==> config.mk <==
export PLATFORM = sky130hd
export DESIGN_NAME = dcsm_top
export DESIGN_NICKNAME = d
export VERILOG_FILES = /design/src/dcsm_pkg.sv /design/src/dcsm_top.sv
export VERILOG_INCLUDE_DIRS = /design/src
export SDC_FILE = /design/constraint.sdc
export NUM_CORES = 1
export LEC_CHECK = 0
export BUFFER_PORTS_ARGS = -buffer_cell sky130_fd_sc_hd__buf_2
export CAP_MARGIN = 20
export CORE_MARGIN = 2
export CORE_UTILIZATION = 56
export DETAILED_ROUTE_END_ITERATION = 8
export PLACE_DENSITY = 0.85
export SYNTH_ARGS = -nofsm -noshare
export SYNTH_HDL_FRONTEND = slang
export SYNTH_SLANG_ARGS = --single-unit
==> constraint.sdc <==
create_clock -name clk -period 3.1 [get_ports clk]
set_input_delay 0.155 -clock clk [delete_from_list [all_inputs] [get_ports clk]]
set_output_delay 0.155 -clock clk [all_outputs]
set_load 0.03 [all_outputs]
==> src/dcsm_defines.svh <==
// Purpose: shared constants of the drive control state machine
// Assumes: 50 MHz drive clock
// Notes:   offsets-free block; the command word is a direct write port
`ifndef DCSM_DEFINES_SVH
`define DCSM_DEFINES_SVH

// ----------------------------------------------------------------
// timing
// ----------------------------------------------------------------
`define DCSM_CLK_PERIOD_NS     20
`define DCSM_FRA_DWELL_MIN_NS  100000
`define DCSM_FRA_DWELL_MAX_NS  2000000
// least time rounds up
`define DCSM_FRA_DWELL_CYC \
   ((`DCSM_FRA_DWELL_MIN_NS + `DCSM_CLK_PERIOD_NS - 1) / \
    `DCSM_CLK_PERIOD_NS)
// longest time rounds down
`define DCSM_FRA_DWELL_MAX_CYC (`DCSM_FRA_DWELL_MAX_NS / `DCSM_CLK_PERIOD_NS)
`define DCSM_PDD_CYC           100

// ----------------------------------------------------------------
// command word fields and reset value
// ----------------------------------------------------------------
`define DCSM_CMD_RESET         16'h0000
`define DCSM_B_SWITCH_ON       0
`define DCSM_B_VOLTAGE         1
`define DCSM_B_QSTOP_N         2
`define DCSM_B_ENABLE_OP       3
`define DCSM_B_HOMING          4
`define DCSM_B_FAULT_RESET     7
`define DCSM_B_INHIBIT_NEG     12
`define DCSM_B_INHIBIT_POS     13

`endif

==> src/dcsm_pkg.sv <==
// Purpose: types of the drive control state machine
// Assumes: nothing beyond the defines header
// Notes:   one-hot state codes
`default_nettype none
package dcsm_pkg;

   // ----------------------------------------------------------------
   // states
   // ----------------------------------------------------------------
   typedef enum logic [9:0] {
      DCSM_START      = 10'h001,
      DCSM_NOT_READY  = 10'h002,
      DCSM_SW_ON_DIS  = 10'h004,
      DCSM_READY      = 10'h008,
      DCSM_SWITCHED   = 10'h010,
      DCSM_OP_ENABLED = 10'h020,
      DCSM_QSTOP      = 10'h040,
      DCSM_PWR_DELAY  = 10'h080,
      DCSM_FAULT_REACT= 10'h100,
      DCSM_FAULT      = 10'h200
   } dcsm_state_t;

   // ----------------------------------------------------------------
   // drive controls towards power stage and loops
   // ----------------------------------------------------------------
   typedef struct packed {
      logic power_on;
      logic loops_on;
      logic target_en;
      logic stop_decel;
      logic hold_pos;
      logic hold_vel;
      logic homing_run;
      logic inhibit_neg;
      logic inhibit_pos;
      logic reaction_run;
   } dcsm_drive_out_t;

endpackage
`default_nettype wire

==> src/dcsm_top.sv <==
// Purpose: control state machine of a networked servo drive
// Assumes: command word written through cmd_wr/cmd_data, inputs synchronous
// Notes:   transitions follow the last written command word each cycle
//
// Notes on behaviour
// - enabled plus quick stop enters quick stop
// - enabled plus shutdown returns to ready
// - enabled: disable voltage or enable loss disables
// - enabled plus switch on returns to switched on
// - enabled keeps power, loops and targets
// - quick stop decelerates then holds, power on
// - quick stop plus enable operation re-enables
// - quick stop disable goes through power delay
// - fault reaction dwells then enters fault
// - fault reaction keeps power and loops
// - fault state keeps power stage off
// - fault leaves only on reset fault
// - disable voltage: bit7 0, bit1 0
// - shutdown: bit7 0, bits2..0 110
// - switch on: bit7 0, bits3..0 0111
// - enable operation: bit7 0, bits3..0 1111
// - quick stop: bit7 0, bit2 0, bit1 1
// - homing runs on bit 4 in homing mode
// - bit 12 inhibits negative motion while the power stage is on
// - bit 13 inhibits positive motion while the power stage is on
// - power-up walks to switch on disabled
// - internal fault enters fault reaction
// - disabled/ready moves by shutdown, disable, quick stop
`timescale 1ns/1ps
`default_nettype none
`include "dcsm_defines.svh"

module dcsm_top #(
   parameter int unsigned FRA_CYC = `DCSM_FRA_DWELL_CYC,
   parameter int unsigned PDD_CYC = `DCSM_PDD_CYC,
   parameter int unsigned CNT_W   = 17
) (
   input  wire logic                    clk,
   input  wire logic                    rst,
   input  wire logic                    cmd_wr,
   input  wire logic [15:0]             cmd_data,
   input  wire logic                    drive_enable_in,
   input  wire logic                    fault_detect,
   input  wire logic                    homing_mode,
   input  wire logic                    position_mode,
   input  wire logic                    speed_zero,
   output var  dcsm_pkg::dcsm_state_t   state_q,
   output var  dcsm_pkg::dcsm_drive_out_t drive_out_q
);
   import dcsm_pkg::*;

   // ----------------------------------------------------------------
   // command word register and decode
   // ----------------------------------------------------------------
   logic [15:0]      drive_command_word_q;
   logic             b7_prev_q;
   dcsm_state_t      state_d;
   dcsm_drive_out_t  out_d;
   logic [CNT_W-1:0] cnt_q;
   logic [CNT_W-1:0] cnt_d;

   wire logic [15:0] cw = drive_command_word_q;
   wire logic b7  = cw[`DCSM_B_FAULT_RESET];
   wire logic b4  = cw[`DCSM_B_HOMING];
   wire logic b3  = cw[`DCSM_B_ENABLE_OP];
   wire logic b2  = cw[`DCSM_B_QSTOP_N];
   wire logic b1  = cw[`DCSM_B_VOLTAGE];
   wire logic b0  = cw[`DCSM_B_SWITCH_ON];

   wire logic cmd_dis_volt = !b7 && !b1;
   wire logic cmd_shutdown = !b7 && b2 && b1 && !b0;
   wire logic cmd_switchon = !b7 && !b3 && b2 && b1 && b0;
   wire logic cmd_enable   = !b7 && b3 && b2 && b1 && b0;
   wire logic cmd_qstop    = !b7 && !b2 && b1;
   // edge only, so a word left at 0x80 cannot clear a fault twice
   wire logic cmd_rst_flt  = b7 && !b7_prev_q;
   wire logic en_lost      = !drive_enable_in;

   wire logic fra_done = (cnt_q == CNT_W'(FRA_CYC - 1));
   wire logic pdd_done = (cnt_q == CNT_W'(PDD_CYC - 1));
   // boot states are not interrupted; a held fault is taken once DCSM_SW_ON_DIS is reached
   wire logic boot     = (state_q == DCSM_START) ||
                         (state_q == DCSM_NOT_READY);
   wire logic take_flt = fault_detect && !boot &&
                         (state_q != DCSM_FAULT_REACT) &&
                         (state_q != DCSM_FAULT);

   always_ff @(posedge clk) begin
      if (rst) begin
         drive_command_word_q <= `DCSM_CMD_RESET;
         b7_prev_q            <= 1'b0;
      end else begin
         if (cmd_wr) begin
            drive_command_word_q <= cmd_data;
         end
         b7_prev_q <= b7;
      end
   end

   // ----------------------------------------------------------------
   // next state
   // ----------------------------------------------------------------
   always_comb begin
      state_d = state_q;
      if (take_flt) begin
         state_d = DCSM_FAULT_REACT;
      end else begin
         case (state_q)
            DCSM_START:      state_d = DCSM_NOT_READY;
            DCSM_NOT_READY:  state_d = DCSM_SW_ON_DIS;
            DCSM_SW_ON_DIS: begin
               if (cmd_shutdown) state_d = DCSM_READY;
            end
            DCSM_READY: begin
               if (cmd_dis_volt || cmd_qstop) begin
                  state_d = DCSM_SW_ON_DIS;
               end else if (cmd_switchon) begin
                  state_d = DCSM_SWITCHED;
               end
            end
            DCSM_SWITCHED: begin
               if (cmd_dis_volt || cmd_qstop) begin
                  state_d = DCSM_SW_ON_DIS;
               end else if (cmd_shutdown) begin
                  state_d = DCSM_READY;
               end else if (cmd_enable) begin
                  state_d = DCSM_OP_ENABLED;
               end
            end
            DCSM_OP_ENABLED: begin
               if (cmd_dis_volt || en_lost) begin
                  state_d = DCSM_SW_ON_DIS;
               end else if (cmd_qstop) begin
                  state_d = DCSM_QSTOP;
               end else if (cmd_shutdown) begin
                  state_d = DCSM_READY;
               end else if (cmd_switchon) begin
                  state_d = DCSM_SWITCHED;
               end
            end
            DCSM_QSTOP: begin
               if (cmd_dis_volt || en_lost) begin
                  state_d = DCSM_PWR_DELAY;
               end else if (cmd_enable) begin
                  state_d = DCSM_OP_ENABLED;
               end
            end
            DCSM_PWR_DELAY: begin
               if (pdd_done) state_d = DCSM_SW_ON_DIS;
            end
            DCSM_FAULT_REACT: begin
               if (fra_done) state_d = DCSM_FAULT;
            end
            DCSM_FAULT: begin
               if (cmd_rst_flt) state_d = DCSM_SW_ON_DIS;
            end
            default:         state_d = DCSM_START;
         endcase
      end
   end

   // dwell counter restarts on every state change
   assign cnt_d = (state_d != state_q) ? '0 : cnt_q + CNT_W'(1);

   // ----------------------------------------------------------------
   // drive outputs, registered from the next state so they line up
   // ----------------------------------------------------------------
   wire logic n_oe   = (state_d == DCSM_OP_ENABLED);
   wire logic n_qs   = (state_d == DCSM_QSTOP);
   wire logic n_fra  = (state_d == DCSM_FAULT_REACT);
   wire logic n_pwr  = n_oe || n_qs || n_fra ||
                       (state_d == DCSM_SWITCHED) ||
                       (state_d == DCSM_PWR_DELAY);
   wire logic n_home = n_oe && homing_mode && b4 && b3 && b2 && b1 &&
                       b0 && !b7;

   always_comb begin
      out_d              = '0;
      out_d.power_on     = n_pwr;
      out_d.loops_on     = n_pwr;
      out_d.target_en    = n_oe || n_fra;
      out_d.stop_decel   = n_qs && !speed_zero;
      out_d.hold_pos     = n_qs && speed_zero && position_mode;
      out_d.hold_vel     = n_qs && speed_zero && !position_mode;
      out_d.homing_run   = n_home;
      out_d.inhibit_neg  = n_pwr && cw[`DCSM_B_INHIBIT_NEG];
      out_d.inhibit_pos  = n_pwr && cw[`DCSM_B_INHIBIT_POS];
      out_d.reaction_run = n_fra;
   end

   always_ff @(posedge clk) begin
      if (rst) begin
         state_q     <= DCSM_START;
         cnt_q       <= '0;
         drive_out_q <= '0;
      end else begin
         state_q     <= state_d;
         cnt_q       <= cnt_d;
         drive_out_q <= out_d;
      end
   end

   localparam int unsigned FRA_MAX = `DCSM_FRA_DWELL_MAX_CYC;
endmodule // dcsm_top
`default_nettype wire

# Word level (Yosys, flattened, before mapping)
# Cells that the tools add are included.
# totals
reg_bits,51
inputBits,24
word_cells,99
# classes
n_addsub,1
n_eq_ne,20
mux,15
n_reduce_logical,50
# ops
operator,n
10-bit two-way mux,14
10-bit case mux with 10 select lines,1
1-bit logical AND,31
"10-bit by 5-bit equality test with 1-bit output, second input constant",2
"10-bit by 6-bit equality test with 1-bit output, second input constant",2
"10-bit by 7-bit equality test with 1-bit output, second input constant",2
"10-bit by 8-bit equality test with 1-bit output, second input constant",2
"10-bit by 9-bit equality test with 1-bit output, second input constant",2
"17-bit by 1-bit adder with 17-bit output, second input constant",1
"17-bit by 13-bit equality test with 1-bit output, second input constant",1
"17-bit by 7-bit equality test with 1-bit output, second input constant",1
"10-bit by 1-bit equality test with 1-bit output, second input constant",1
"10-bit equality test, second input constant",1
"10-bit by 2-bit equality test with 1-bit output, second input constant",1
"10-bit by 3-bit equality test with 1-bit output, second input constant",1
"10-bit by 4-bit equality test with 1-bit output, second input constant",1
1-bit zero test,10
10-bit inequality test,1
"10-bit inequality test, second input constant",1
"10-bit by 9-bit inequality test with 1-bit output, second input constant",1
1-bit logical OR,8
2-bit OR reduction,1

# Depth between registers and ports, before layout
# Gate-level depths: netlist of the first run.
# logic_depth
depth_word,19
mapped_depth,10
depth_no_buf,8

# Worst setup path after synthesis of the first run
# OpenSTA, ideal clock, no wires.
# synth_timing
kind,reg2reg
startpoint,reg state_q[4]
endpoint,reg cnt_q[10]
setup_time_ns,0.088
arrival_ns,2.952
required_time_ns,3.012
setup_slack_ns,0.060
path_stages_with_launch,9
n_path_buf,1
period_less_slack_ns,3.040
cell_sequence,dfxtp_1 > or4b_4 > or3_1 > or3_1 > a221o_1 > nor4_4 > o311ai_4 > buf_6 > nor4_2
# synth_between
elab_chain_len,9
# synth_rtl
item,line_no,text
start: declaration,dcsm_top.sv:47,"output var dcsm_pkg::dcsm_state_t state_q,"
start signal: assignment,dcsm_top.sv:197,state_q <= state_d;
"parallel branches: the longest is 7 deep, another holds 10-bit two-way mux",--,
10-bit inequality test *,dcsm_top.sv:163,assign cnt_d = (state_d != state_q) ? '0 : cnt_q + CNT_W'(1);
2-bit OR reduction (no source line) *,--,
end signal: assignment,dcsm_top.sv:198,cnt_q <= cnt_d;
end: declaration,dcsm_top.sv:59,logic [CNT_W-1:0] cnt_q;
# Every way passes the cells marked *.
# A chain may end at the register's enable or synchronous reset.

# Worst setup path after layout of the first run
# layout_timing
startpoint,reg state_q[5]
endpoint,reg cnt_q[5]
# The elaborated chain is that of the path after synthesis.

==> impl_metrics.toml, run 1 <==
[placed_design]
gp_congestion = 0.9040
io_buffers = 35
pre_cts_slack_ps = 20.56
dp_hpwl_microns = 4568
dp.cells = 375

[logic_synthesis]
netlist_instances = 287
synth.cell_area_sq_mm = 0.002577
avgSynthCellArea_sq_um = 8.981
ys_seq_elements = 45
ys_seq_area_share_pct = 34.95
synth_top_area_share_pct = 34.95
synth_fp_nets = 312
yosys.area.top_type = "dfxtp_1"
synth-edff-count = 0
ys.flop_type = "dfxtp_1"
synthTopCellsByArea = "dfxtp_1 35%, nor4_2 4.9%, xor2_1 4.4%"
synth.distinct_cells = 60
ys_warn_count = 0
synth_async_sr_flop_share_pct = 0

[critical_path]
end_kind = "register"
path_class = "register to register"
arrival_ps = 3170
rr_endpoint = "cnt_q[5]"
rr_startpoint = "state_q[5]"
worstSetupStartpointType = "register"
cp.required_ps = 3310
r2r_setup_slack_ps = 150
critPathMaxFanout = 17
worstRegToRegCells = 8

[floorplanning]
initial_core_util_pct = 58.79
coreArea_sq_mm = 0.004384
rows = 24
pin_count = 44
dieWidth_microns = 71.84
die-area_sq_mm = 0.005161
die_y_microns = 71.84

[worst_hold_path]
hold_depth = 2
hold_path_end = "drive_out_q[4]"
hold_path.startpoint = "position_mode"
hold_path.class = "primary input to register"

[sta]
setup_viol = 0
worstMarginPinSlew_ps = 552.2
fin_skew_ps = 4.159
drv_slew = 0
finalCritPeriodShare_pct = 95.30
tns_ps = 0
max_freq_mhz = 338.5
rsz0062_at_grt = "no"
setup_slack_ps = 145.7
period_minus_slack_ps = 2954
hold_viol = 0
relSlewSlack_pct = 62.80

[global_routing]
grt_usage_pct = 26.09
globalRouteOverflowTotal = 0
grt_pass1_vias = 2268
antenna_found_initial = 0
grt_start_max_net_pins = 18
grt_pass1_wl_microns = 10680

[run]
maxCapViolCount = 0

[outcome]
outcome = "completed"

[clock_tree]
clock-sinks = 45
cts_htree_levels = 2
root_buffer = "clkbuf_8"
cts_tree = "yes"
cts_max_path_buffers = 2
clk_latency_ps = 300
cts_buffers = 5
path_clk_slew_ps = 80

[power_and_ir_drop]
powerDensity_mw_per_mm2 = 428.3
irDropWorstVdd_mv = 0.2688
comb_power_share_pct = 23.3
p_switching_uw = 407.5
sw_frac_of_total_pct = 32.18
power_frac_seq_pct = 48.7
power.internal_uw = 858.9
p_leak_uw = 0.001174
power_frac_clock_pct = 28.0

[cells_and_area]
final_cell_count_no_fill = 384
final-seq-area_sq_um = 900.9
syn2layout_area_growth_pct = 14.71
multi_input_area_sq_mm = 0.001570
diodes = 0
layout-drive-gt1-share_pct = 28.01
nFillCells = 387
final_nets = 356
post-route-util_pct = 67.44

[detailed_routing]
drt_wl_total_microns = 6181
first_pass_iters = 6
post_drt_wl_per_cell_microns = 16.10
avgViaCountPerCell = 6.161
drt_iter0_drc = 183
drcViolationCount = 0
antenna_left = 0
via_count = 2366
[worst max-delay path by stage]
stage                end  startpoint
5_1_grt         cnt_q[6]  state_q[5]
4_1_cts         cnt_q[5]  state_q[5]
3_5_place_dp    cnt_q[5]  state_q[5]
2_1_floorplan  cnt_q[10]  state_q[4]
6_report        cnt_q[5]  state_q[5]
3_3_place_gp    cnt_q[1]  state_q[5]
[through the flow]
stage	cell area, sq um	power (uW)	hold WS (ps)
final	2957	1266	13.68
after global routing	2957	1329	24.63
after CTS	2918	1267	8.703
after detailed placement	2831	913.4	328.6
after global placement	2831	910.2	323.3
after floorplan	2577	847.8	226.5
[what timing repair did]
action | CTS | global route
hold buffers | 0 | 0
resized for setup | 0 | 3
setup endpoints to repair | 0 | 17
buffers inserted | 0 | 1
[Yosys cell counts, types with 6 or more instances]
master   number
nor2_1       26
nor4_1       14
and3_1        6
dfxtp_1      45
xor2_1       13
a21oi_1       8
o21ai_0       8
nand3_1      10
mux2i_1       8
nor4_2       10
nor3_1        7
nand4_1       8
xnor2_1       6
nand2_1      18
nor2b_1       8
[final cells by class]
| type | count | share of cell area (%) |
|---|---|---|
| clock buffers | 5 | 2.328 |
| clock inverters | 3 | 0.5925 |
| inverters | 3 | 0.3809 |
| multi-input cells | 223 | 53.11 |
| flip-flops and latches | 45 | 30.47 |
| well taps | 52 | 2.201 |
| repair buffers | 53 | 10.92 |
[cells by family after synthesis]
kind of cell	after synthesis	synth area share (%)
compound gates	44	13.11
xor+xnor	19	6.456
fa+ha+maj	1	0.4854
buf+inv	19	4.854
flops	45	34.95
mux	8	3.107
simple gates	151	37.04
[metal layers]
metal	up-vias	GRT usage [%]	routed length [microns]
li1	1161	-	-
met1	1098	36.06	2705
met2	92	40.53	2972
met3	15	5.767	399
met4	0	8.595	103
met5	-	0	0
[registers in the layout, indices dropped and copies added, names as in the netlist]
signal / flops
cnt_q: 17
state_q: 10
drive_out_q: 9
cw: 8
b7_prev_q: 1
[cells in the final DEF (no fill, tap or decap), drive strengths merged, types with 5 or more instances in the layout]
cell / n
buf: 53
dfxtp: 45
nor2: 26
nor4: 25
nand2: 19
xor2: 13
nand3: 10
and3: 9
nand4: 8
a21oi: 8
o21ai: 8
nor2b: 8
mux2i: 8
nor3: 7
xnor2: 6
and2: 5
clkbuf: 5
nor4b: 5
or4: 5
[worst max-delay path, stage by stage (launching register included)]
cell,delay (ps)
dfxtp_1,320
or4b_4,550
or3_1,370
or3_1,370
a221o_1,340
nor4_4,320
o311ai_4,160
buf_12,190
nor4_2,260
[power by group through the flow]
stage	Combinational, uW	Clock (uW)	Sequential, uW
after global placement	281	0	629
after CTS	284	367	617
final	295	355	617
after detailed placement	283	0	630
after floorplan	198	0	650
after global routing	320	388	621
Power figures use the tool's default switching activity.
==> run 2, diff against run 1 <==
Settings changed: BUFFER_PORTS_ARGS -buffer_cell sky130_fd_sc_hd__buf_2 to -buffer_cell sky130_fd_sc_hd__buf_4.
==> impl_metrics.toml, run 2 (synthesized netlist as in run 1, its figures left out) <==
[detailed_routing]
via_count = 2427
drt_iter0_drc = 213
post_drt_wl_per_cell_microns = 16.63
avgViaCountPerCell = 6.304
drt_wl_total_microns = 6401
antenna_left = 0
drcViolationCount = 0
first_pass_iters = 5

[cells_and_area]
post-route-util_pct = 69.81
final_common_cell = "buf_4"
fin_area_sq_mm = 0.003060
diodes = 0
final_cell_mix = "53 x buf_4, 45 x dfxtp_1, 26 x nor2_1"
top_regs = "cnt_q: 17 flops, state_q: 10 flops, drive_out_q: 9 flops"
final_nets = 357
final_cell_count_no_fill = 385
regMostFlops = "cnt_q"
layout-drive-gt1-share_pct = 27.93
syn2layout_area_growth_pct = 18.74
nFillCells = 356
largest_register_ff_count = 17

[power_and_ir_drop]
powerDensity_mw_per_mm2 = 434.3
p_leak_uw = 0.001204
irDropWorstVdd_mv = 0.2910

[global_routing]
antenna_found_initial = 0
grt_usage_pct = 26.00
globalRouteOverflowTotal = 0
grt_pass1_vias = 2228
grt_pass1_wl_microns = 10530
grt_start_max_net_pins = 18

[sta]
worstMarginPinSlew_ps = 573.6
period_minus_slack_ps = 2886
tns_ps = 0
rsz0062_at_grt = "no"
drv_slew = 0
finalCritPeriodShare_pct = 93.11
fin_skew_ps = 3.702
setup_viol = 0
relSlewSlack_pct = 61.41
max_freq_mhz = 346.4
setup_slack_ps = 213.5
hold_viol = 0

[clock_tree]
hold_buffers = 0
cts_htree_levels = 2
clk_latency_ps = 300
path_clk_slew_ps = 80
cts_tree = "yes"
cts_buffers = 5
clock-sinks = 45
root_buffer = "clkbuf_8"
cts_max_path_buffers = 2

[floorplanning]
pin_count = 44
initial_core_util_pct = 58.79
dieWidth_microns = 71.84
die-area_sq_mm = 0.005161
die_y_microns = 71.84
rows = 24
coreArea_sq_mm = 0.004384

[critical_path]
critPathMaxFanout = 17
end_kind = "register"
arrival_ps = 3090
cp.required_ps = 3310
rr_startpoint = "state_q[5]"
worstSetupStartpointType = "register"
worstRegToRegCells = 8
path_class = "register to register"
rr_endpoint = "cnt_q[12]"
cp-endpoint = "cnt_q[12]"
worstSetupStartpoint = "state_q[5]"
r2r_setup_slack_ps = 210

[placed_design]
dpl-instance-area_sq_mm = 0.002927
pre_cts_slack_ps = 14.44
io_buffers = 35
gp_congestion = 0.9051
dp_hpwl_microns = 4546
dp.cells = 376

[run]
maxCapViolCount = 0

[worst_hold_path]
hold_path.class = "primary input to register"

[outcome]
outcome = "completed"
[run 2: changes by cell type in the layout (fill, tap and decap cells not counted)]
cell        change
buf_2          -35
buf_4          +36
clkbuf_8        +2
clkinv_2        -1
clkinvlp_4      -1
nor4_1          +1
nor4_2          -1
[run 2: worst max-delay path, cell delays in order, from the launching register on]
cell and delay [ps]:
dfxtp_1 320, or4b_4 550, or3_1 370, or3_1 380, a221o_1 350, nor4_4 190
o311ai_4 160, buf_12 190, nor4_2 270
[run 2: final cells by class]
| type | count | area (sq um) | area share [%] |
|---|---|---|---|
| multi-input cells | 223 | 1564 | 51.10 |
| inverters | 3 | 11.26 | 0.3679 |
| flip-flops and latches | 45 | 900.9 | 29.44 |
| clock buffers | 7 | 96.34 | 3.148 |
| clock inverters | 1 | 5.005 | 0.1635 |
| repair buffers | 54 | 417.9 | 13.65 |
| well taps | 52 | 65.06 | 2.126 |
[run 2: timing repair]
| item | 4_1_cts | 5_1_grt |
|---|---|---|
| endpoints found under the setup margin | 1 | 6 |
| gates cloned | 0 | 0 |
| buffers inserted | 1 | 0 |
| resized for setup | 0 | 2 |
| pin swaps | 1 | 1 |
[run 2: worst min-delay path by stage]
| stage | slack (ps) | depth (start not counted) | end | startpoint |
|---|---|---|---|---|
| after global routing | 7 | 2 | drive_out_q[4] | position_mode |
| after detailed placement | 330 | 2 | drive_out_q[4] | position_mode |
| after global placement | 320 | 2 | drive_out_q[4] | position_mode |
| final | 5 | 2 | drive_out_q[4] | position_mode |
| after CTS | 6 | 2 | drive_out_q[4] | position_mode |
| after floorplan | 230 | 1 | drive_out_q[4] | position_mode |
[run 2: stage by stage]
stage | total power [uW] | hold slack [ps]
floorplan | 847.8 | 226.5
global placement | 923.3 | 318.6
detailed placement | 926.1 | 327.5
CTS | 1324 | 5.745
global route | 1384 | 6.910
finish | 1329 | 5.187
[run 2: layer usage]
layer,track usage (%),share of wire [%]
met4,6.918,1.6
met3,5.767,5.9
met2,42.59,48
met5,0,0
met1,34.71,45
[run 2: where the power goes]
group	internal [uW]	total (uW)	switching, uW
Clock	202	400	198
Sequential	598	612	14.3
Combinational	118	317	199
==> run 3, diff against run 2 <==
Settings changed: CORE_UTILIZATION 56 to 51, PLACE_DENSITY 0.85 to 0.81.
Clock period 3.1 ns to 2.33 ns, I/O delays scaled along.
==> impl_metrics.toml, run 3 (synthesized netlist as in run 1, its figures left out) <==
[global_routing]
grt_start_max_net_pins = 18
antenna_found_initial = 0
grt_usage_pct = 32.96
grt_pass1_wl_microns = 13890
grt_pass1_vias = 2896
globalRouteOverflowTotal = 0

[clock_tree]
path_clk_slew_ps = 80
cts_max_path_buffers = 2
root_buffer = "clkbuf_8"
clk_latency_ps = 300
cts_htree_levels = 2
cts_buffers = 5
cts_tree = "yes"
clock-sinks = 45

[cells_and_area]
layout-drive-gt1-share_pct = 47.71
top_regs = "cnt_q: 17 flops, state_q: 10 flops, drive_out_q: 9 flops"
nFillCells = 294
syn2layout_area_growth_pct = 50.83
diodes = 0
post-route-util_pct = 81.23
final_cell_mix = "130 x buf_4, 39 x dfxtp_1, 24 x nor2_1"
regMostFlops = "cnt_q"
final_nets = 439
final_common_cell = "buf_4"
largest_register_ff_count = 17
final_cell_count_no_fill = 482

[sta]
setup_viol = 22
drv_slew = 0
relSlewSlack_pct = 57.06
max_freq_mhz = 335.0
tns_ps = -10870
whs_ps = 48.71
rsz0062_at_grt = "yes"
finalCritPeriodShare_pct = 128.1
setup_slack_ps = -655.4
period_minus_slack_ps = 2985
worstMarginPinSlew_ps = 644.1
fin_skew_ps = 6.506
hold_viol = 0

[floorplanning]
rows = 25
initial_core_util_pct = 53.86
dieWidth_microns = 75.09
die_y_microns = 75.09
pin_count = 44
coreArea_sq_mm = 0.004786
die-area_sq_mm = 0.005639

[placed_design]
io_buffers = 35
pre_cts_slack_ps = -573.1
dp.cells = 466
gp_congestion = 0.9607
dp_hpwl_microns = 5888

[worst_hold_path]
hold_path.class = "primary input to register"

[detailed_routing]
avgViaCountPerCell = 6.241
via_count = 3008
drcViolationCount = 0
first_pass_iters = 5
antenna_left = 0
post_drt_wl_per_cell_microns = 18.57
drt_iter0_drc = 324
drt_wl_total_microns = 8949

[outcome]
violations = "negative setup slack"
outcome = "complete, but fails checks"

[critical_path]
end_kind = "register"
path_class = "register to register"
worstSetupStartpointType = "register"
arrival_ps = 3200
cp.required_ps = 2550
critPathMaxFanout = 6

[power_and_ir_drop]
powerDensity_mw_per_mm2 = 508.3
p_leak_uw = 0.001638
irDropWorstVdd_mv = 0.3695

[run]
maxCapViolCount = 0
==> run 3: stage by stage <==
step           total power [uW]  area, sq um
2_1_floorplan              1127         2601
3_3_place_gp               1328         3532
3_5_place_dp               1339         3532
4_1_cts                    1929         3801
5_1_grt                    2046         3887
6_report                   1976         3887
==> run 3: timing repair <==
item                       CTS  global route
pin swaps                   10             9
resized for setup           21            15
hold endpoints to repair     2             0
buffers inserted             7             0
setup endpoints to repair   27            27
hold buffers                 2             0
==> run 3: power by group <==
group	switching, uW	internal (uW)	leakage (uW)	total [uW]
clock network	257	317	0.0000528	574
logic	336	258	0.00122	595
registers	15.3	792	0.000370	807
total	609	1370	0.00164	1980
==> run 3: path summary, 6_finish.rpt <==
check / cells after the start / slack, ps / start / to
min reg2reg: 1 / 470 / cw[12] / drive_out_q[2]
max reg2reg: 8 / -660 / state_q[7] / cnt_q[9]
max: 8 / -660 / state_q[7] / cnt_q[9]
min: 3 / 50 / cmd_data[7] / cw[7]
==> run 3: metal layers <==
layer	up-vias	share of wire, %	track usage [%]
met1	1440	39	41.06
met2	194	49	54.09
met3	50	8.0	5.890
li1	1324	-	-
met5	-	0	0
met4	0	4.2	17.66
==> run 3: cell type report <==
class,count,area [sq um],area share (%)
Clock buffer,6,72.57,1.867
Clock inverter,2,33.78,0.8690
Inverter,3,11.26,0.2897
Multi-Input combinational cell,223,1720,44.25
Sequential cell,45,915.9,23.56
Tap cell,67,83.83,2.156
Timing Repair Buffer,136,1050,27.00
==> run 3: critical path, stage by stage (launching register included) <==
cell	delay (ps)
dfxtp_4	350
or4b_4	540
or3_4	340
or3_1	370
a221o_1	350
nor4_4	340
o311ai_4	170
buf_4	210
nor4_1	230
